[config.mk]
export PLATFORM = sky130hd
export DESIGN_NAME = adcr_host_top
export DESIGN_NICKNAME = d
export VERILOG_FILES = /design/src/adcr_pkg.sv /design/src/adcr_half_timer.sv /design/src/adcr_host_top.sv /design/src/adcr_sync.sv
export SDC_FILE = /design/constraint.sdc
export NUM_CORES = 1
export LEC_CHECK = 0
export BUFFER_PORTS_ARGS = -buffer_cell sky130_fd_sc_hd__buf_4
export CORE_UTILIZATION = 56
export DETAILED_ROUTE_END_ITERATION = 10
export PLACE_DENSITY = 0.79
export SETUP_SLACK_MARGIN = 0.05
export SYNTH_ARGS = -nofsm -noshare
export SYNTH_HDL_FRONTEND = slang
export SYNTH_SLANG_ARGS = --single-unit
[constraint.sdc]
create_clock -name clk -period 11.5 [get_ports clk]
set_input_delay 1.15 -clock clk [delete_from_list [all_inputs] [get_ports clk]]
set_output_delay 1.15 -clock clk [all_outputs]
set_load 0.01 [all_outputs]
[src/adcr_pkg.sv]
// constants, field positions and state codes of the adc result reader
// assumes: 20 MHz system clock, adc readout pins wired straight to the top
//
// What this block does
// - host gives two read pulses per channel, sixteen in total
// - msb at select fall, next bits on rise; host samples on fall
// - host gives 14 serial clocks per channel, channels ascending
// - host may hold select low throughout or frame each channel
// - with one line only, the host reads the first line
// - host raises select a margin before busy falls; the host only launches with busy low and flags busy in a frame as overlap
package adcr_pkg;

    // register bus
    localparam int         AXI_ADDR_W  = 6;
    localparam int         AXI_DATA_W  = 32;
    localparam logic [5:0] CTRL_OFS    = 6'h00;
    localparam logic [5:0] STATUS_OFS  = 6'h04;
    localparam logic [5:0] RESULT_OFS  = 6'h08;
    localparam logic [1:0] RESP_OKAY   = 2'h0;
    localparam logic [1:0] RESP_SLVERR = 2'h2;

    // control register fields
    localparam int         CTRL_START_BIT  = 0;
    localparam int         CTRL_SERIAL_BIT = 1;
    localparam int         CTRL_MSB_BIT    = 2;
    localparam int         CTRL_DUAL_BIT   = 3;
    localparam int         CTRL_FRAME_BIT  = 4;
    localparam logic [7:0] CTRL_MASK       = 8'h1E;
    localparam logic [7:0] CTRL_RESET      = 8'h04;

    // status register fields
    localparam int STAT_RUN_BIT     = 0;
    localparam int STAT_DONE_BIT    = 1;
    localparam int STAT_FLAGERR_BIT = 2;
    localparam int STAT_BUSY_BIT    = 3;
    localparam int STAT_OVERLAP_BIT = 4;

    // readout shape
    localparam int NUM_CH       = 8;
    localparam int RESULT_BITS  = 14;
    localparam int PAD_BITS     = 2;
    localparam int WORD_W       = 16;
    localparam int BYTE_W       = 8;
    localparam int BYTES_PER_CH = 2;
    localparam int BYTES_TOTAL  = NUM_CH * BYTES_PER_CH;
    localparam int SCLK_SINGLE  = RESULT_BITS * NUM_CH;
    localparam int SCLK_DUAL    = RESULT_BITS * NUM_CH / 2;
    localparam int SYNC_W       = BYTE_W + 4;

    // strobe timing: half period of the read strobe and the serial clock
    localparam int CLK_PERIOD_NS   = 50;
    localparam int STROBE_HALF_NS  = 200;
    localparam int STROBE_HALF_CYC =
        (STROBE_HALF_NS + CLK_PERIOD_NS - 1) / CLK_PERIOD_NS;

    typedef enum logic [2:0] {
        ST_IDLE  = 3'h0,
        ST_SETUP = 3'h1,
        ST_LOW   = 3'h2,
        ST_HIGH  = 3'h3,
        ST_GAP   = 3'h4,
        ST_END   = 3'h5
    } adcr_state_type;

endpackage

[src/adcr_half_timer.sv]
// down counter that times one half period of a strobe
// assumes: load is a one-cycle pulse at the start of each phase
module adcr_half_timer #(
    parameter int CYC = 4
) (
    input  logic clk,
    input  logic rstN,
    input  logic load,
    output logic done
);
    logic [7:0] count_q;

    if (CYC < 1 || CYC > 255) begin : g_check
        $error("half period must fit in eight bits");
    end

    // reload on load, then run down to zero and stay there
    always_ff @(posedge clk or negedge rstN) begin
        if (!rstN) begin
            count_q <= 8'h00;
        end else if (load) begin
            count_q <= 8'(CYC - 1);
        end else if (count_q != 8'h00) begin
            count_q <= count_q - 8'h01;
        end
    end

    // masked during load so a stale zero never ends a fresh phase
    assign done = (count_q == 8'h00) && !load;
endmodule // adcr_half_timer

[src/adcr_host_top.sv]
// host side reader for the adc result port: byte and serial readout
// assumes: software on axi4-lite, adc pins asynchronous to clk
module adcr_host_top #(
    parameter int HALF_CYC = adcr_pkg::STROBE_HALF_CYC
) (
    input  logic                            clk,
    input  logic                            nrst,
    input  logic [adcr_pkg::AXI_ADDR_W-1:0] s_axi_awaddr,
    input  logic                            s_axi_awvalid,
    output logic                            s_axi_awready,
    input  logic [adcr_pkg::AXI_DATA_W-1:0] s_axi_wdata,
    input  logic [3:0]                      s_axi_wstrb,
    input  logic                            s_axi_wvalid,
    output logic                            s_axi_wready,
    output logic [1:0]                      s_axi_bresp,
    output logic                            s_axi_bvalid,
    input  logic                            s_axi_bready,
    input  logic [adcr_pkg::AXI_ADDR_W-1:0] s_axi_araddr,
    input  logic                            s_axi_arvalid,
    output logic                            s_axi_arready,
    output logic [adcr_pkg::AXI_DATA_W-1:0] s_axi_rdata,
    output logic [1:0]                      s_axi_rresp,
    output logic                            s_axi_rvalid,
    input  logic                            s_axi_rready,
    output logic                            selectN,
    output logic                            readN,
    output logic                            serialClk,
    output logic                            interfaceSelect,
    output logic                            byteModeSelect,
    output logic                            byteOrderSelect,
    input  logic [adcr_pkg::BYTE_W-1:0]     byteBus,
    input  logic                            serialOutFirst,
    input  logic                            serialOutSecond,
    input  logic                            firstChannelFlag,
    input  logic                            adcBusy
);
    import adcr_pkg::*;

    if (HALF_CYC < 3 || HALF_CYC > 255) begin : g_check
        $error("strobe half period must be 3 to 255 cycles");
    end

    logic                  rstPipe_q, rstN_q;
    logic [SYNC_W-1:0]     pinSync;
    logic [BYTE_W-1:0]     byteIn;
    logic                  lineA, lineB, flagIn, busyIn;
    logic                  timerLoad_q, timerDone;
    adcr_state_type        state_q;
    logic [2:0]            chCnt_q;
    logic [3:0]            bitCnt_q;
    logic                  serialMode_q, dual_q, frame_q, msbFirst_q;
    logic [RESULT_BITS-1:0] shiftA_q, shiftB_q;
    logic [WORD_W-1:0]     results_q [NUM_CH];
    logic                  startPulse_q, startPend_q;
    logic                  done_q, flagErr_q, overlap_q;
    logic [7:0]            ctrl_q;
    logic [AXI_ADDR_W-1:0] awAddr_q;
    logic [AXI_DATA_W-1:0] wData_q;
    logic                  wLane0_q, awDone_q, wDone_q;
    logic [AXI_DATA_W-1:0] rdData;
    logic                  rdErr;
    logic [3:0]            lastBit;
    logic [2:0]            lastCh;
    logic                  flagWant;

    // reset enters asynchronously, leaves through two flops
    always_ff @(posedge clk or negedge nrst) begin
        if (!nrst) begin
            rstPipe_q <= 1'b0;
            rstN_q    <= 1'b0;
        end else begin
            rstPipe_q <= 1'b1;
            rstN_q    <= rstPipe_q;
        end
    end

    adcr_sync #(.W(SYNC_W)) u_sync (
        .clk   (clk),
        .rstN  (rstN_q),
        .async ({adcBusy, firstChannelFlag, serialOutSecond,
                 serialOutFirst, byteBus}),
        .sync  (pinSync)
    );

    assign byteIn = pinSync[BYTE_W-1:0];
    assign lineA  = pinSync[BYTE_W];
    assign lineB  = pinSync[BYTE_W+1];
    assign flagIn = pinSync[BYTE_W+2];
    assign busyIn = pinSync[BYTE_W+3];

    adcr_half_timer #(.CYC(HALF_CYC)) u_timer (
        .clk  (clk),
        .rstN (rstN_q),
        .load (timerLoad_q),
        .done (timerDone)
    );

    // shape of the frame for the mode that was latched at launch
    assign lastBit = serialMode_q ? 4'(RESULT_BITS - 1)
                                  : 4'(BYTES_PER_CH - 1);
    assign lastCh  = (serialMode_q && dual_q) ? 3'(NUM_CH / 2 - 1)
                                              : 3'(NUM_CH - 1);
    // flag is high only while channel 1 (and 5 on the second line) moves
    assign flagWant = (chCnt_q == 3'h0);

    // readout sequencer; starts only with busy low so select is already
    // high before the result registers reload
    always_ff @(posedge clk or negedge rstN_q) begin
        if (!rstN_q) begin
            state_q      <= ST_IDLE;
            timerLoad_q  <= 1'b0;
            chCnt_q      <= 3'h0;
            bitCnt_q     <= 4'h0;
            serialMode_q <= 1'b0;
            dual_q       <= 1'b0;
            frame_q      <= 1'b0;
            msbFirst_q   <= 1'b1;
            shiftA_q     <= '0;
            shiftB_q     <= '0;
            startPend_q  <= 1'b0;
            done_q       <= 1'b0;
            flagErr_q    <= 1'b0;
            overlap_q    <= 1'b0;
            for (int i = 0; i < NUM_CH; i++) begin
                results_q[i] <= '0;
            end
        end else begin
            timerLoad_q <= 1'b0;
            if (state_q != ST_IDLE && busyIn) begin
                overlap_q <= 1'b1;
            end
            case (state_q)
                ST_IDLE: begin
                    if (startPend_q && !busyIn) begin
                        startPend_q  <= 1'b0;
                        serialMode_q <= ctrl_q[CTRL_SERIAL_BIT];
                        dual_q       <= ctrl_q[CTRL_DUAL_BIT];
                        frame_q      <= ctrl_q[CTRL_FRAME_BIT];
                        msbFirst_q   <= ctrl_q[CTRL_MSB_BIT];
                        chCnt_q      <= 3'h0;
                        bitCnt_q     <= 4'h0;
                        done_q       <= 1'b0;
                        flagErr_q    <= 1'b0;
                        overlap_q    <= 1'b0;
                        timerLoad_q  <= 1'b1;
                        state_q      <= ST_SETUP;
                    end
                end
                ST_SETUP, ST_GAP: begin
                    if (timerDone) begin
                        timerLoad_q <= 1'b1;
                        state_q     <= (state_q == ST_GAP) ? ST_SETUP
                                                           : ST_LOW;
                    end
                end
                ST_LOW: begin
                    if (timerDone) begin
                        // sample at the end of the low phase
                        if (serialMode_q) begin
                            shiftA_q <= {shiftA_q[RESULT_BITS-2:0], lineA};
                            shiftB_q <= {shiftB_q[RESULT_BITS-2:0], lineB};
                        end else if ((bitCnt_q == 4'h0) == msbFirst_q) begin
                            results_q[chCnt_q][WORD_W-1:BYTE_W] <= byteIn;
                        end else begin
                            results_q[chCnt_q][BYTE_W-1:0] <= byteIn;
                        end
                        // flag drops at the last falling edge, skip that one
                        if ((!serialMode_q || bitCnt_q != lastBit)
                            && flagIn != flagWant) begin
                            flagErr_q <= 1'b1;
                        end
                        timerLoad_q <= 1'b1;
                        state_q     <= ST_HIGH;
                    end
                end
                ST_HIGH: begin
                    if (timerDone) begin
                        timerLoad_q <= 1'b1;
                        if (bitCnt_q == lastBit) begin
                            bitCnt_q <= 4'h0;
                            if (serialMode_q) begin
                                results_q[chCnt_q] <= {shiftA_q,
                                                       PAD_BITS'(0)};
                                if (dual_q) begin
                                    results_q[3'(chCnt_q + 3'h4)] <=
                                        {shiftB_q, PAD_BITS'(0)};
                                end
                            end
                            if (chCnt_q == lastCh) begin
                                state_q <= ST_END;
                            end else begin
                                chCnt_q <= chCnt_q + 3'h1;
                                state_q <= (serialMode_q && frame_q)
                                           ? ST_GAP : ST_LOW;
                            end
                        end else begin
                            bitCnt_q <= bitCnt_q + 4'h1;
                            state_q  <= ST_LOW;
                        end
                    end
                end
                ST_END: begin
                    if (timerDone) begin
                        done_q  <= 1'b1;
                        state_q <= ST_IDLE;
                    end
                end
                default: state_q <= ST_IDLE;
            endcase
            // a start written in the launch cycle is kept, not lost
            if (startPulse_q) begin
                startPend_q <= 1'b1;
            end
        end
    end

    // pins follow the state one cycle later; clock idles high so the
    // first falling edge samples the msb driven at select fall
    always_ff @(posedge clk or negedge rstN_q) begin
        if (!rstN_q) begin
            selectN   <= 1'b1;
            readN     <= 1'b1;
            serialClk <= 1'b1;
        end else begin
            selectN   <= (state_q == ST_IDLE) || (state_q == ST_GAP)
                         || (state_q == ST_END);
            readN     <= !(state_q == ST_LOW && !serialMode_q);
            serialClk <= !(state_q == ST_LOW && serialMode_q);
        end
    end

    // mode straps change only between frames
    always_ff @(posedge clk or negedge rstN_q) begin
        if (!rstN_q) begin
            interfaceSelect <= 1'b1;
            byteModeSelect  <= 1'b1;
            byteOrderSelect <= 1'b1;
        end else if (state_q == ST_IDLE) begin
            interfaceSelect <= 1'b1;
            byteModeSelect  <= !ctrl_q[CTRL_SERIAL_BIT];
            byteOrderSelect <= ctrl_q[CTRL_MSB_BIT];
        end
    end

    // write channel: address and data taken in either order
    always_ff @(posedge clk or negedge rstN_q) begin
        if (!rstN_q) begin
            s_axi_awready <= 1'b0;
            s_axi_wready  <= 1'b0;
            s_axi_bvalid  <= 1'b0;
            s_axi_bresp   <= RESP_OKAY;
            awDone_q      <= 1'b0;
            wDone_q       <= 1'b0;
            awAddr_q      <= '0;
            wData_q       <= '0;
            wLane0_q      <= 1'b0;
            ctrl_q        <= CTRL_RESET;
            startPulse_q  <= 1'b0;
        end else begin
            startPulse_q <= 1'b0;
            if (s_axi_awready && s_axi_awvalid) begin
                awAddr_q      <= s_axi_awaddr;
                awDone_q      <= 1'b1;
                s_axi_awready <= 1'b0;
            end else if (!awDone_q) begin
                s_axi_awready <= 1'b1;
            end
            if (s_axi_wready && s_axi_wvalid) begin
                wData_q      <= s_axi_wdata;
                wLane0_q     <= s_axi_wstrb[0];
                wDone_q      <= 1'b1;
                s_axi_wready <= 1'b0;
            end else if (!wDone_q) begin
                s_axi_wready <= 1'b1;
            end
            if (awDone_q && wDone_q && !s_axi_bvalid) begin
                s_axi_bvalid <= 1'b1;
                s_axi_bresp  <= RESP_OKAY;
                if (awAddr_q[5:2] == CTRL_OFS[5:2]) begin
                    if (wLane0_q) begin
                        ctrl_q       <= wData_q[7:0] & CTRL_MASK;
                        startPulse_q <= wData_q[CTRL_START_BIT];
                    end
                end else if (awAddr_q[5:2] == STATUS_OFS[5:2]) begin
                    s_axi_bresp <= RESP_OKAY;
                end else if (awAddr_q < RESULT_OFS
                             || awAddr_q[5:2] >= 4'(NUM_CH + 2)) begin
                    s_axi_bresp <= RESP_SLVERR;
                end
            end
            if (s_axi_bvalid && s_axi_bready) begin
                s_axi_bvalid <= 1'b0;
                awDone_q     <= 1'b0;
                wDone_q      <= 1'b0;
            end
        end
    end

    // read decode; unmapped words answer slave error with zero data
    always_comb begin
        rdData = '0;
        rdErr  = 1'b0;
        if (s_axi_araddr[5:2] == CTRL_OFS[5:2]) begin
            rdData[7:0] = ctrl_q;
        end else if (s_axi_araddr[5:2] == STATUS_OFS[5:2]) begin
            rdData[STAT_RUN_BIT]     = (state_q != ST_IDLE) || startPend_q;
            rdData[STAT_DONE_BIT]    = done_q;
            rdData[STAT_FLAGERR_BIT] = flagErr_q;
            rdData[STAT_BUSY_BIT]    = busyIn;
            rdData[STAT_OVERLAP_BIT] = overlap_q;
        end else if (s_axi_araddr >= RESULT_OFS
                     && s_axi_araddr[5:2] < 4'(NUM_CH + 2)) begin
            rdData[WORD_W-1:0] =
                results_q[3'(s_axi_araddr[5:2] - RESULT_OFS[5:2])];
        end else begin
            rdErr = 1'b1;
        end
    end

    // read channel: one read in flight, answer one cycle after address
    always_ff @(posedge clk or negedge rstN_q) begin
        if (!rstN_q) begin
            s_axi_arready <= 1'b0;
            s_axi_rvalid  <= 1'b0;
            s_axi_rdata   <= '0;
            s_axi_rresp   <= RESP_OKAY;
        end else begin
            if (s_axi_arready && s_axi_arvalid) begin
                s_axi_arready <= 1'b0;
                s_axi_rvalid  <= 1'b1;
                s_axi_rdata   <= rdData;
                s_axi_rresp   <= rdErr ? RESP_SLVERR : RESP_OKAY;
            end else if (s_axi_rvalid && s_axi_rready) begin
                s_axi_rvalid <= 1'b0;
            end else if (!s_axi_rvalid) begin
                s_axi_arready <= 1'b1;
            end
        end
    end

    // strobe fall counters read only by the checks below
    logic [7:0] readFalls_q, sclkFalls_q;
    logic       readPrev_q, sclkPrev_q;
    always_ff @(posedge clk or negedge rstN_q) begin
        if (!rstN_q) begin
            readFalls_q <= 8'h00;
            sclkFalls_q <= 8'h00;
            readPrev_q  <= 1'b1;
            sclkPrev_q  <= 1'b1;
        end else begin
            readPrev_q <= readN;
            sclkPrev_q <= serialClk;
            if (state_q == ST_IDLE) begin
                readFalls_q <= 8'h00;
                sclkFalls_q <= 8'h00;
            end else begin
                if (readPrev_q && !readN) begin
                    readFalls_q <= readFalls_q + 8'h01;
                end
                if (sclkPrev_q && !serialClk) begin
                    sclkFalls_q <= sclkFalls_q + 8'h01;
                end
            end
        end
    end

    a_byte_pulse_total: assert property (
        @(posedge clk) disable iff (!rstN_q)
        (state_q == ST_END && timerDone && !serialMode_q)
            |-> readFalls_q == 8'(BYTES_TOTAL) && sclkFalls_q == 8'h00)
        else $error("byte frame did not give sixteen read pulses");

    a_sclk_total: assert property (
        @(posedge clk) disable iff (!rstN_q)
        (state_q == ST_END && timerDone && serialMode_q)
            |-> sclkFalls_q == (dual_q ? 8'(SCLK_DUAL) : 8'(SCLK_SINGLE)))
        else $error("serial frame clock count is wrong");

    a_sample_on_fall: assert property (
        @(posedge clk) disable iff (!rstN_q)
        (state_q == ST_LOW && timerDone && serialMode_q)
            |-> !serialClk && !selectN && $past(!serialClk, 2))
        else $error("serial bit sampled outside the clock low phase");

    a_select_idle_clk: assert property (
        @(posedge clk) disable iff (!rstN_q)
        $fell(selectN) |-> serialClk && readN ##1 serialClk && readN)
        else $error("strobe not idle high around select fall");

    a_gap_select_high: assert property (
        @(posedge clk) disable iff (!rstN_q)
        (state_q == ST_GAP && $past(state_q) == ST_GAP) |-> selectN)
        else $error("select low during a per-channel gap");

    a_chan_ascend: assert property (
        @(posedge clk) disable iff (!rstN_q)
        $changed(chCnt_q)
            |-> chCnt_q == 3'($past(chCnt_q) + 3'h1) || chCnt_q == 3'h0)
        else $error("channel order not ascending");

    a_launch_busy_low: assert property (
        @(posedge clk) disable iff (!rstN_q)
        (state_q == ST_IDLE ##1 state_q == ST_SETUP)
            |-> $past(busyIn) == 1'b0)
        else $error("frame launched while conversion busy");

endmodule // adcr_host_top

[src/adcr_sync.sv]
// two flip-flop synchroniser, one stage pair per bit
// assumes: inputs are asynchronous pins, reset already synchronised
module adcr_sync #(
    parameter int W = 1
) (
    input  logic         clk,
    input  logic         rstN,
    input  logic [W-1:0] async,
    output logic [W-1:0] sync
);
    if (W < 1) begin : g_check
        $error("synchroniser width must be at least one");
    end

    // first stage feeds only the second stage
    for (genvar i = 0; i < W; i++) begin : g_bit
        logic meta_q;
        logic hold_q;
        always_ff @(posedge clk or negedge rstN) begin
            if (!rstN) begin
                meta_q <= 1'b0;
                hold_q <= 1'b0;
            end else begin
                meta_q <= async[i];
                hold_q <= meta_q;
            end
        end
        assign sync[i] = hold_q;
    end
endmodule // adcr_sync
==> flow_results.org, run 1 <==
** Final layout
- Sequential standard cell area :: between 6000 and 7000 um2
- Number of filler instances in the final layout :: slightly below 2k
- The post-route netlist has 17.0% of its cells at a drive strength greater than 1.
- Layout area overhead :: 11.2%
- Cells fill 63.6% of the core in the end.
- The count of cells in the finished layout, fillers not included, comes to 1768.
- Multi-input logic area :: 6940 um2
- 0 antenna diodes ended up in the layout.
- Final #Nets :: approximately 1.5k
- After routing the design area is 15500 um2.

** Global routing
- The number of global-route vias before repair came to ~12k.
- Global Route Usage Sum :: between 30% and 40%
- Summed over all layers, the global routing overflow is 0.
- Number of antenna violations at the first check in global routing :: 0
- Pin count of the biggest net entering global routing :: 178
- First-pass GRT wire length :: ~65 mm

** Floorplanning
- In this run the core area contains 57 standard-cell rows.
- In this run the horizontal extent of the chip is 160 um.
- The floorplan step defined a die boundary enclosing ~25000 um2.
- Starting utilization of the core area :: about 57%
- The die is roughly 160 um tall.
- Pin placement for this block handled between 100 and 150 I/O pins.
- Core outline area :: 24300 um2

** Synthesis
- Most used flip-flop cell after synthesis :: sky130_fd_sc_hd__dfrtp_1
- Leading cell type by number of instances after synthesis :: sky130_fd_sc_hd__dfrtp_1
- For this run, the number of Yosys warnings is 0.
- In this run, synthesis inferred 0 flip-flops with an integrated enable.
- Count of cell types in the netlist :: 68
- Number of storage elements in the synthesis netlist :: 254
- Fraction of registers with async set/reset :: 100%
- Sequential elements use 45.8% of the synthesized area.
- Top cells by area in the synthesized netlist :: sky130_fd_sc_hd__dfrtp_1 44%, sky130_fd_sc_hd__o21ai_0 5.8%, sky130_fd_sc_hd__nand2_1 5.2%, sky130_fd_sc_hd__mux4_2 4.4%, sky130_fd_sc_hd__mux2_2 4.0%
- Post-Syn Instances :: 1445
- sky130_fd_sc_hd__dfrtp_1 takes more of the synthesized area than any other cell.
- In this run the mean area of a mapped cell was 9.62 um2.
- Cell area after technology mapping :: 13900 um2
- Most frequent cells after synthesis :: 247 x sky130_fd_sc_hd__dfrtp_1, 191 x sky130_fd_sc_hd__nand2_1, 161 x sky130_fd_sc_hd__o21ai_0, 99 x sky130_fd_sc_hd__clkbuf_1, 81 x sky130_fd_sc_hd__a21oi_1
- In this run the biggest area consumer among cell types represents roughly 44% of the synthesized area.

** Drt
- The first detailed-routing pass took 7 iterations.
- Antenna Violating Nets Remaining :: 0
- Drt total wl :: 41.3 mm
- In this run, the number of DRC markers left after iteration 0 of detailed routing was 1787.
- The routed layout has 12.4k vias.
- Post-detailed-route via-to-cell ratio :: 7.02
- After detailed routing, the number of remaining DRC violations is 0.
- Routed len/inst :: 23.4 um

** Timing
- Slew at the pin closest to its max-slew limit :: 1.39 ns
- The number of max-slew violations in the final report came to 0.
- Unrepaired setup endpoints after global routing :: false
- After routing, the total negative slack on setup checks comes to 0 ns.
- Worst rel slew slack :: 7.20%
- Final setup viols :: 0
- Of the available clock period, the critical path in the final layout requires 29.1%.
- Skew final :: approximately 0.017 ns
- Timing-limited maximum frequency :: roughly 300 MHz
- Final Hold Viols :: 0
- Subtracting the final worst setup slack from the clock period gives 3.35 ns.

** Clocking
- In this run, post-CTS hold repair placed 0 buffers.
- In this run, post-CTS repair resized a total of 0 instances.
- TritonCTS built the clock tree.
- The tree is rooted in a sky130_fd_sc_hd__clkbuf_16.
- Clock transition at the registers of the reported paths :: 0.06 ns
- The clock net in this run drives a total of 254 sinks.
- Number of buffers added by the clock tree synthesis step :: 29
- CTS built an H-tree with a depth of 1.
- Maximum clock path buffer count :: 3
- Clock insertion delay at the later pin of the skew report :: approximately 0.55 ns
- Number of post-CTS setup repair buffers :: 0

** Critical path
- Slack of the worst reg-to-reg path :: 8.15 ns
- Startpoint-to-endpoint class of the critical path :: reg2reg
- Critical-path maximum fanout :: 70
- Data arrival time of the critical path :: 3.76 ns
- Worst setup SP type :: flip-flop
- CP Data Required Time :: 11.91 ns
- The worst setup path is captured at a flip-flop.

** Run status
- Result of the run :: finished clean

** Power and ir drop
- Summed over all cells, the static leakage comes to 0.00619 uW.
- Per report_power, the sequential group accounts for 38.1% of the total.
- Post-route total power :: 2880 uW
- Switching pwr :: approximately 1000 uW
- The share of total power dissipated in the clock network is around 36%.
- VDD sags by at most 0.000191 V.
- Cell internal power was estimated by the tool at about 1900 uW.
- For this design the ratio of total power to cell area is roughly 190 nW/um2.
- Per report_power, the combinational group accounts for a little over a quarter of the total.
- Switching share of power :: 34.8%

** Place
- Number of port buffers :: 60
- Detailed placement finished with a half-perimeter wire length of ~26 mm.
- Routability-driven placement finished with a final weighted congestion of around 0.9.
- Total cell area at the placement stage :: about 14000 um2
- Number of instances in the placed design :: 1715

** Hold path
- The worst hold path belongs to the class reg2reg.

** Run
- Max_cap viols :: 0
-- critical path, stage by stage, from the launching register on --
cell,delay (ns)
sky130_fd_sc_hd__dfrtp_1,0.41
sky130_fd_sc_hd__inv_1,0.10
sky130_fd_sc_hd__ha_1,0.17
sky130_fd_sc_hd__nor3b_2,0.49
sky130_fd_sc_hd__xor2_4,0.16
sky130_fd_sc_hd__buf_4,0.62
sky130_fd_sc_hd__o2111ai_1,0.64
sky130_fd_sc_hd__o31ai_1,0.43
sky130_fd_sc_hd__o21ai_0,0.14
-- cells in the final DEF, fill, tap and decap left out, drive strengths merged, types with 40 or more instances in the layout --
cell type | Yosys | routed
dfrtp | 247 | 247
a21oi | 86 | 86
o21ai | 163 | 163
a22oi | 46 | 46
a22o | 44 | 44
mux2 | 49 | 49
nand2 | 191 | 191
buf | 56 | 83
nor3 | 40 | 40
nor2 | 67 | 67
a221oi | 57 | 57
-- cell type report --
class | count | share of cell area [%]
sequential | 254 | 41.2
tap | 324 | 2.62
clock buffer | 36 | 5.25
inverter | 14 | 0.340
multi-input combinational | 1040 | 44.9
timing repair buffer | 83 | 4.11
clock inverter | 17 | 1.62
-- flip-flops by register name, indices dropped and copies added (netlist names), 3 cells and up --
signal,count
bitCnt_q,4
s_axi_rdata,16
results_q,128
wData_q,5
chCnt_q,3
u_sync.g_bit.hold_q,12
ctrl_q,4
state_q,3
shiftB_q,14
u_sync.g_bit.meta_q,12
shiftA_q,14
u_timer.count_q,8
awAddr_q,4
-- cells by family (layout without fill, tap and decap cells) --
family | after synthesis | after routing | synth area share (%)
AOI/OAI and AO/OA | 522 | 522 | 25.0
xor gates and xnor gates | 8 | 8 | 0.504
adders and majority gates | 6 | 6 | 0.540
buffers and inverters | 169 | 150 | 5.24
DFF | 254 | 254 | 45.8
muxes | 96 | 96 | 9.78
other | 2 | 20 | 0.0540
and+or+nand+nor | 388 | 388 | 13.1
-- final timing paths --
kind | depth (start not counted) | start | end
min | 0 | u_sync.g_bit[3].meta_q | u_sync.g_bit[3].hold_q
min reg2reg | 0 | u_sync.g_bit[3].meta_q | u_sync.g_bit[3].hold_q
max | 8 | bitCnt_q[0] | results_q[84]
max in group asynchronous | 2 | rstN_q | results_q[79]
min in group asynchronous | 1 | nrst | rstN_q
max reg2reg | 8 | bitCnt_q[0] | results_q[84]
-- power by group through the flow --
stage                     clock network, uW  logic [uW]  registers (uW)
after global routing                   1060         810            1110
after global placement                    0         717            1100
final                                  1020         763            1100
after floorplan                           0         510            1090
after detailed placement                  0         734            1110
after CTS                              1030         738            1100
-- per-layer routing --
| metal | share of wire (%) | wire [um] | vias up | global-route usage (%) |
|---|---|---|---|---|
| li1 | - | - | 5326 | - |
| met3 | 14 | 5820 | 148 | 8.65 |
| met2 | 44 | 18100 | 933 | 47.5 |
| met5 | 0 | 0 | - | 0 |
| met1 | 38 | 15800 | 5996 | 45.2 |
| met4 | 3.9 | 1610 | 0 | 14.5 |
-- stage by stage --
step	hold WS, ns	setup WS, ns
floorplan	0.331	3.91
global placement	0.333	8.29
detailed placement	0.335	8.26
CTS	0.347	8.30
global route	0.351	8.00
finish	0.343	8.15
Note: power is estimated with default switching activity, not from simulation.
==> inputs of run 2 (changes only) <==
--- a/config.mk
+++ b/config.mk
@@ -6,9 +6,9 @@
 export NUM_CORES = 1
 export LEC_CHECK = 0
 export BUFFER_PORTS_ARGS = -buffer_cell sky130_fd_sc_hd__buf_4
-export CORE_UTILIZATION = 56
+export CORE_UTILIZATION = 55
 export DETAILED_ROUTE_END_ITERATION = 10
-export PLACE_DENSITY = 0.79
+export PLACE_DENSITY = 0.81
 export SETUP_SLACK_MARGIN = 0.05
 export SYNTH_ARGS = -nofsm -noshare
 export SYNTH_HDL_FRONTEND = slang
==> constraint.sdc (replaced) <==
create_clock -name clk -period 2.7 [get_ports clk]
set_input_delay 0.27 -clock clk [delete_from_list [all_inputs] [get_ports clk]]
set_output_delay 0.27 -clock clk [all_outputs]
set_load 0.01 [all_outputs]
==> flow_results.org, run 2 (synthesis results as in run 1) <==
** Run status
- Result of the run :: finished clean

** Drt
- Dividing the detail-routed wire length by the instance count gives about 23 um.
- Post-detailed-route via-to-cell ratio :: between 6 and 7
- Antenna Violating Nets Remaining :: 0
- Initial drt markers :: 1799
- Drc violations :: 0
- Vias :: 12.9k
- The routed design has 42.3 mm of wire.
- Before antenna repair, the detailed router went through 7 iterations.

** Floorplanning
- The floorplan has 57 rows.
- Once the floorplan was initialized, standard cells occupied 56.7% of the core.
- Core outline area :: between 20000 and 25000 um2
- Floorplan die area :: 25900 um2
- Measured along the y axis, the die boundary spans between 150 and 200 um.
- Die X-Extent :: between 150 and 200 um
- In this run the count of I/O pins placed on the die edge is 114.

** Final layout
- The library cell used most frequently in the layout, excluding fill and tap cells, is sky130_fd_sc_hd__dfrtp_1.
- Ranked by flip-flop count, first place goes to results_q.
- After filler insertion, the fill cell instance count of the layout stands at 1894.
- Layout cell share with drive strength beyond 1 :: a little over 20%
- Top library cells by usage in the layout, fill and taps aside :: 246 x sky130_fd_sc_hd__dfrtp_1, 189 x sky130_fd_sc_hd__nand2_1, 161 x sky130_fd_sc_hd__o21ai_0
- The area growth from synthesis to layout is 16.6%.
- Flip-flop count of the largest register after layout :: 128
- The number of antenna diodes in the final layout is 0.
- The largest registers in the layout are results_q: 128 flops, s_axi_rdata: 16 flops.
- After the last flow step, the layout net total stands at 1587.

** Critical path
- Critical-path maximum fanout :: 26
- Counting both buffers and inverters, the worst setup path holds a total of 3.
- Among the stages of the critical path, the cell type that occurs most often is sky130_fd_sc_hd__buf_4.
- Worst-path cell with the longest stage delay :: sky130_fd_sc_hd__xnor2_2
- Traced cell by cell, the critical path runs through inv_1 -> ha_1 -> nor3b_2 -> buf_4 -> xnor2_2 -> buf_4 -> o21ai_0 -> nand2_1 -> a22o_1.
- STA classifies the critical path startpoint as a flip-flop.
- STA classifies the critical path endpoint as a flip-flop.
- Worst R2R Path Depth :: 9
- The kind of cell with the highest combined delay along the critical path is buffers and inverters.
- CP Data Required Time :: 3.18 ns
- The critical path runs through a total of 9 cells.
- For this run, the slowest stage of the critical path takes 0.47 ns.
- Data arrival time of the critical path :: 3.10 ns
- The setup path with the least slack is of type reg2reg.

** Place
- Number of port buffers :: 60
- The HPWL after detailed placement is 28.5 mm.
- Setup WS pre-CTS :: 0.0745 ns
- Global placer's final weighted congestion :: 0.957

** Timing
- The routed design could run at a clock period as short as 2.62 ns.
- After routing, the total negative slack on setup checks comes to 0 ns.
- Setup violations remaining at the end of the flow were counted as 0.
- Measured against its own limit, the worst slew margin works out to 47.1%.
- For this run, the top clock speed supported by timing is 382 MHz.
- PnR worst setup slack :: 0.0796 ns
- Slew at the pin closest to its max-slew limit :: ~0.79 ns
- The number of max-slew violations in the final report is 0.
- On the final layout, the worst clock skew is 0.0124 ns.
- Portion of the clock cycle consumed by the worst path in the final layout :: approximately 97%
- The count of final hold-check violations was 0.
- Unrepaired setup endpoints after global routing :: true

** Global routing
- In the global route stage, overall resource usage came out at between 30 and 40%.
- The first global-routing pass estimated 67.5 mm of wire.
- Number of global-route vias before repair :: 12.4k
- The initial antenna violation count was 2.
- Pin count of the biggest net entering global routing :: 78
- GRT overflow :: 0

** Clocking
- TritonCTS built the clock tree.
- The later pin in the worst-skew pair is clocked with a latency of 0.55 ns.
- Number of sinks handled by clock tree synthesis :: 254
- Number of buffers added by the clock tree synthesis step :: 28
- In this run the number of H-tree levels came out at 1.
- The longest clock path from root to sink contains 3 buffers.
- Clock-pin slew was measured on the worst setup and hold paths at 0.06 ns.
- Buffer cell driving the clock tree root :: sky130_fd_sc_hd__clkbuf_16

** Power and ir drop
- In this run the static leakage power is 0.00660 uW.
- Sequential cells burn between 30% and 40% of the power.
- After layout, the design draws a total of between 10000 and 15000 uW.
- Switching share of power :: 35.2%
- IR drop worst, VDD :: 0.000521 V
- Switching pwr :: 4260 uW
- Total power divided by cell area :: 746 nW/um2
- The share of total power dissipated in the clock network is a little under a third.
- Internal power :: between 7000 and 8000 uW
- Per report_power, the combinational group accounts for slightly above 30% of the total.

** Hold path
- Min-Delay Path Class :: in2async

** Run
- Max_cap viols :: 0
==> run 2: changes by cell type in the layout (fill, tap and decap cells not counted), moves of 2 or more <==
cell and change:
sky130_fd_sc_hd__buf_12 +10, sky130_fd_sc_hd__buf_4 +56, sky130_fd_sc_hd__clkbuf_1 +5, sky130_fd_sc_hd__dlygate4sd3_1 +27
sky130_fd_sc_hd__clkinv_2 +2, sky130_fd_sc_hd__bufinv_16 -5, sky130_fd_sc_hd__nand2_2 +2, sky130_fd_sc_hd__nand2_1 -2
==> run 2: metal layers <==
metal | track usage, % | vias up | part of all wire (%)
li1 | - | 5517 | -
met1 | 44.4 | 6206 | 37
met4 | 14.8 | 0 | 4.5
met2 | 49.0 | 961 | 44
met3 | 10.2 | 211 | 14
met5 | 0 | - | 0
==> run 2: stage by stage <==
stage / utilization [%] / std cells / instance area (um2) / hold WS (ns)
floorplan: - / 1463 / 14000 / -0.0256
global placement: 61.1 / 1777 / 15000 / 0.0524
detailed placement: 61.1 / 1777 / 15000 / 0.0534
CTS: 65.9 / 1856 / 16200 / 0.0241
global route: 66.1 / 1860 / 16200 / 0.0534
finish: 66.1 / 1860 / 16200 / 0.0495
==> run 2: path summary, 6_finish.rpt <==
check | from | endpoint | slack, ns
max in group asynchronous | rstN_q | serialClk | 1.51
min | nrst | rstN_q | 0.05
max | bitCnt_q[0] | results_q[50] | 0.08
max reg2reg | bitCnt_q[0] | results_q[50] | 0.08
min reg2reg | rstN_q | awAddr_q[4] | 0.34
min in group clk | s_axi_araddr[5] | s_axi_rresp[1] | 0.14
==> run 2: worst register-to-register path: stages, from the launching register on <==
cell                      delay, ns
sky130_fd_sc_hd__dfrtp_1       0.41
sky130_fd_sc_hd__inv_1         0.10
sky130_fd_sc_hd__ha_1          0.21
sky130_fd_sc_hd__nor3b_2       0.15
sky130_fd_sc_hd__buf_4         0.17
sky130_fd_sc_hd__xnor2_2       0.47
sky130_fd_sc_hd__buf_4         0.40
sky130_fd_sc_hd__o21ai_0       0.17
sky130_fd_sc_hd__nand2_1       0.29
sky130_fd_sc_hd__a22o_1        0.20
==> run 2: final cells by class <==
type                       count  area (um2)  area share [%]
tap                          324         405            2.50
multi-input combinational   1040        6950            42.9
inverter                      14        52.6           0.324
clock inverter                12        93.8           0.579
clock buffer                  40         817            5.04
sequential                   254        6370            39.3
timing repair buffer         176        1530            9.41
==> run 2: repair_timing <==
action / 4_1_cts / 5_1_grt
setup endpoints to repair: 0 / 48
endpoints found under the hold margin: 30 / 0
gates resized for setup: 0 / 5
setup buffers: 0 / 4
hold buffers: 27 / 0
==> run 2: power groups by stage <==
stage | Sequential, uW | Clock (uW) | Combinational (uW)
2_1_floorplan | 4640 | 0 | 2170
3_3_place_gp | 4700 | 0 | 3300
3_5_place_dp | 4730 | 0 | 3410
4_1_cts | 4670 | 3790 | 3470
5_1_grt | 4730 | 3940 | 3930
6_report | 4680 | 3750 | 3680
==> inputs of run 3 (changes only) <==
--- a/config.mk
+++ b/config.mk
@@ -6,10 +6,13 @@
 export NUM_CORES = 1
 export LEC_CHECK = 0
 export BUFFER_PORTS_ARGS = -buffer_cell sky130_fd_sc_hd__buf_4
-export CORE_UTILIZATION = 55
+export CELL_PAD_IN_SITES_DETAIL_PLACEMENT = 2
+export CELL_PAD_IN_SITES_GLOBAL_PLACEMENT = 2
+export CORE_UTILIZATION = 35
 export DETAILED_ROUTE_END_ITERATION = 10
-export PLACE_DENSITY = 0.81
+export PLACE_DENSITY = 0.8
 export SETUP_SLACK_MARGIN = 0.05
 export SYNTH_ARGS = -nofsm -noshare
 export SYNTH_HDL_FRONTEND = slang
+export SYNTH_HIERARCHICAL = 1
 export SYNTH_SLANG_ARGS = --single-unit
==> flow_results.org, run 3 <==
** Final layout
- Post-Layout Inst Area :: 16800 um2
- Most flop-heavy register :: results_q
- The finished layout holds 2023 standard cells, fillers aside.
- Flip-flop count of the largest register after layout :: 128
- For this run, the share of the core covered by cells in the final layout is approximately 44%.
- In the final layout, the registers with the most flip-flops are results_q: 128 flops, s_axi_rdata: 16 flops.
- Layout area overhead :: 24.1%
- The library cells used most frequently in the layout, excluding fill and tap cells, are 244 x sky130_fd_sc_hd__dfrtp_1, 158 x sky130_fd_sc_hd__buf_4, 145 x sky130_fd_sc_hd__nand2_1.
- Final #Nets :: 1561
- Layout cell share with drive strength beyond 1 :: 24.4%
- Leaving out fill and tap cells, the most frequent cell in the layout is sky130_fd_sc_hd__dfrtp_1.

** Synthesis
- In the synthesized netlist the dominant register cell turns out to be sky130_fd_sc_hd__dfrtp_1.
- Area fraction in compound gates after synthesis :: 22.7%
- Dominant combinational cell family by area after synthesis :: compound AO/OA/AOI/OAI gates
- Of the post-synthesis cell area, the dominant cell type holds between 40 and 50%.
- Of the post-synthesis cell area, the part taken by muxes is 10.2%.
- The synthesized netlist occupies a cell area of 13500 um2.
- In the post-synthesis netlist, the cell with the most instances is sky130_fd_sc_hd__dfrtp_1.
- After synthesis, the share of flip-flops with an asynchronous set or reset is between 90% and 100%.
- Top cells by area in the synthesized netlist :: sky130_fd_sc_hd__dfrtp_1 46%, sky130_fd_sc_hd__mux2_2 4.4%, sky130_fd_sc_hd__o21ai_0 4.4%, sky130_fd_sc_hd__mux4_2 4.2%, sky130_fd_sc_hd__nand2_1 4.1%
- Number of storage elements in the synthesis netlist :: 254
- Number of enable flip-flop cells after synthesis :: 0
- After Yosys synthesis, full adders, half adders and majority gates account for 0.722% of the synthesized area.
- By count the netlist is led by 247 x sky130_fd_sc_hd__dfrtp_1, 147 x sky130_fd_sc_hd__nand2_1, 119 x sky130_fd_sc_hd__o21ai_0, 87 x sky130_fd_sc_hd__nor2_1, 68 x sky130_fd_sc_hd__a21oi_1.
- The synthesized netlist devotes 13.5% of its cell area to simple gates.
- Average footprint of a synthesized cell :: 9.95 um2
- The netlist uses 74 different library cells.
- Sequential share of the synthesized area :: 47.1%
- Post-Syn Instances :: 1358
- Post-synthesis share of cell area spent on xor and xnor gates :: less than 1%
- Cell taking the most area after synthesis :: sky130_fd_sc_hd__dfrtp_1
- Yosys printed 6 warnings.

** Power and ir drop
- Across the VDD grid, the largest voltage drop is slightly below 0.0005 V.
- Switching pwr :: 4370 uW
- Total power for the finished layout comes to 12800 uW.
- Leakage power :: 0.00694 uW
- For this design the ratio of total power to cell area is 762 nW/um2.
- Sequential share of power :: 36.7%
- Switching share of power :: 34.2%
- Clk pwr share :: 37.7%
- In this run, the combinational gates consume 25.6% of the power.
- Internal power comes to 8410 uW.

** Drt
- In the routed design, unresolved DRC markers number 0.
- Drt total wl :: 60.2 mm
- Detailed-router iteration count before antenna repair :: 5
- Initial drt markers :: 1139
- In this run the remaining antenna-violating nets after routing total 0.
- Vias :: about 13k
- Routed len/inst :: between 20 and 30 um
- Post-detailed-route via-to-cell ratio :: 6.33

** Clocking
- Clock transition at the registers of the reported paths :: 0.07 ns
- Number of levels in the clock H-tree :: 1
- Number of sinks handled by clock tree synthesis :: 254
- Maximum clock path buffer count :: 3
- Buffer cell driving the clock tree root :: sky130_fd_sc_hd__clkbuf_16
- Clock tree synthesis inserted a total of 31 buffers.
- TritonCTS built the clock tree.
- Clock insertion delay at the later pin of the skew report :: 0.59 ns

** Place
- Detailed placement finished with a half-perimeter wire length of between 30 and 40 mm.
- Number of instances in the placed design :: 1912
- Input and output buffers added on the ports amount to 60.
- Global placer's final weighted congestion :: a little under 0.9
- After detailed placement, the total cell area comes to 14900 um2.

** Critical path
- STA classifies the critical path endpoint as a flip-flop.
- Data arrival time of the critical path :: 3.28 ns
- STA puts the critical path data required time at 3.12 ns.
- In this run the worst path has a maximum fanout of 8.
- The worst setup path is of the reg2reg kind.
- Worst setup SP type :: flip-flop

** Timing
- The count of final hold-check violations is 0.
- After layout, the worst setup slack is -0.153 ns.
- The final critical path takes up 106% of the cycle.
- Timing-limited maximum frequency :: 350 MHz
- Final setup viols :: 20
- Number of max-slew violations in the final report :: 0
- Worst rel slew slack :: a little under a third
- Final worst path period need :: 2.85 ns
- For the final database, setup skew stands at 0.0282 ns.
- Setup repair after global routing could not meet its margin everywhere.
- Slew at the pin closest to its max-slew limit :: 1.04 ns

** Floorplanning
- Number of top-level pins :: 114
- The initial utilization of the core area, before any placement, comes to 35.7%.
- Measured along the y axis, the die boundary spans 199 um.
- Die X-Extent :: 199 um
- Core outline area :: 37800 um2
- After floorplanning, the core was divided into 71 placement rows.
- Floorplan die area :: 39400 um2

** Run status
- Violated checks :: negative setup slack
- The flow ran to the end, but the final reports show violations.

** Global routing
- Pin count of the biggest net entering global routing :: 91
- Number of antenna violations at the first check in global routing :: 2
- For this run the aggregate overflow at the end of global routing stands at 0.
- The first global-routing pass estimated 87.3 mm of wire.
- The number of global-route vias before repair came to 13.5k.
- Global routing used 29.5% of the available tracks.

** Hold path
- Min-Delay Path Class :: in2reg

** Run
- Max_cap viols :: 0
==> run 3: changes by cell type in the layout (fill, tap and decap cells not counted), sizes merged, moves of 26 or more <==
cell     before  now
o21ai       163  123
nor3         40   14
o2bb2ai       5   40
o22ai        28   59
a2bb2oi      32    1
a221oi       57    0
nand2       191  147
==> run 3: kinds of logic (layout without fill, tap and decap cells) <==
kind of cell | Yosys count | after routing
simple gates | 376 | 376
compound gates | 462 | 462
mux | 100 | 100
other cells | 2 | 21
buf+inv | 150 | 285
fa+ha+maj | 8 | 8
flops | 254 | 254
xor+xnor | 6 | 6
==> run 3: worst max-delay path, cell delays in order (launching register included) <==
cell and delay (ns):
sky130_fd_sc_hd__dfrtp_1 0.40, sky130_fd_sc_hd__inv_2 0.09, sky130_fd_sc_hd__ha_4 0.14, sky130_fd_sc_hd__or4b_4 0.50
sky130_fd_sc_hd__nor3_4 0.20, sky130_fd_sc_hd__buf_6 0.18, sky130_fd_sc_hd__nand2_4 0.16, sky130_fd_sc_hd__buf_4 0.20
sky130_fd_sc_hd__nor2_2 0.18, sky130_fd_sc_hd__nand3_2 0.20, sky130_fd_sc_hd__o21ai_0 0.44
==> run 3: repair_timing <==
item,CTS,global route
cloned,0,3
buffers inserted,9,13
hold endpoints to repair,30,0
pin swaps,2,10
gates resized for setup,17,30
setup endpoints to repair,78,149
hold buffers,28,0
==> run 3: power groups by stage <==
stage	logic, uW	clock network [uW]	registers, uW
finish	3270	4820	4690
global route	3440	4990	4730
CTS	3010	4820	4640
detailed placement	2850	0	4700
global placement	2710	0	4650
floorplan	1740	0	4600
==> run 3: per-layer routing <==
metal  track usage (%)  vias up  share of wire (%)
li1                  -     5267                  -
met4              11.8        2                4.3
met1              39.1     6661                 40
met3              4.51      185                8.4
met2              48.3      696                 47
met5                 0        -              0.027
==> run 3: through the flow <==
step           hold WS [ns]  worst slack (ns)  setup TNS [ns]
3_5_place_dp         0.0559            -0.159           -1.85
4_1_cts               0.104           0.00521               0
6_report              0.120            -0.153           -1.30
2_1_floorplan       -0.0256            0.0888               0
5_1_grt               0.107            -0.241           -3.21
3_3_place_gp         0.0542            0.0155               0
==> run 3: path summary, 6_finish.rpt <==
path                       slack [ns]  depth (start not counted)                endpoint               start
setup / recovery                -0.15                         10           results_q[48]  u_timer/count_q[1]
hold / removal                   0.12                          3          s_axi_rdata[4]     s_axi_araddr[4]
setup reg to reg                -0.15                         10           results_q[48]  u_timer/count_q[1]
hold reg to reg                  0.16                          0  u_sync/g_bit[1].meta_q              rstN_q
max in group asynchronous        1.75                          1              chCnt_q[2]              rstN_q
min in group asynchronous        0.16                          0  u_sync/g_bit[1].meta_q              rstN_q
==> run 3: final cells by class <==
cell class / instances / area, um2
antenna: 1 / 2.50
clock buffer: 40 / 900
clock inverter: 17 / 268
fill: 3916 / 21100
inverter: 24 / 93.8
multi-input combinational: 972 / 6700
sequential: 254 / 6370
tap: 511 / 639
timing repair buffer: 204 / 1800
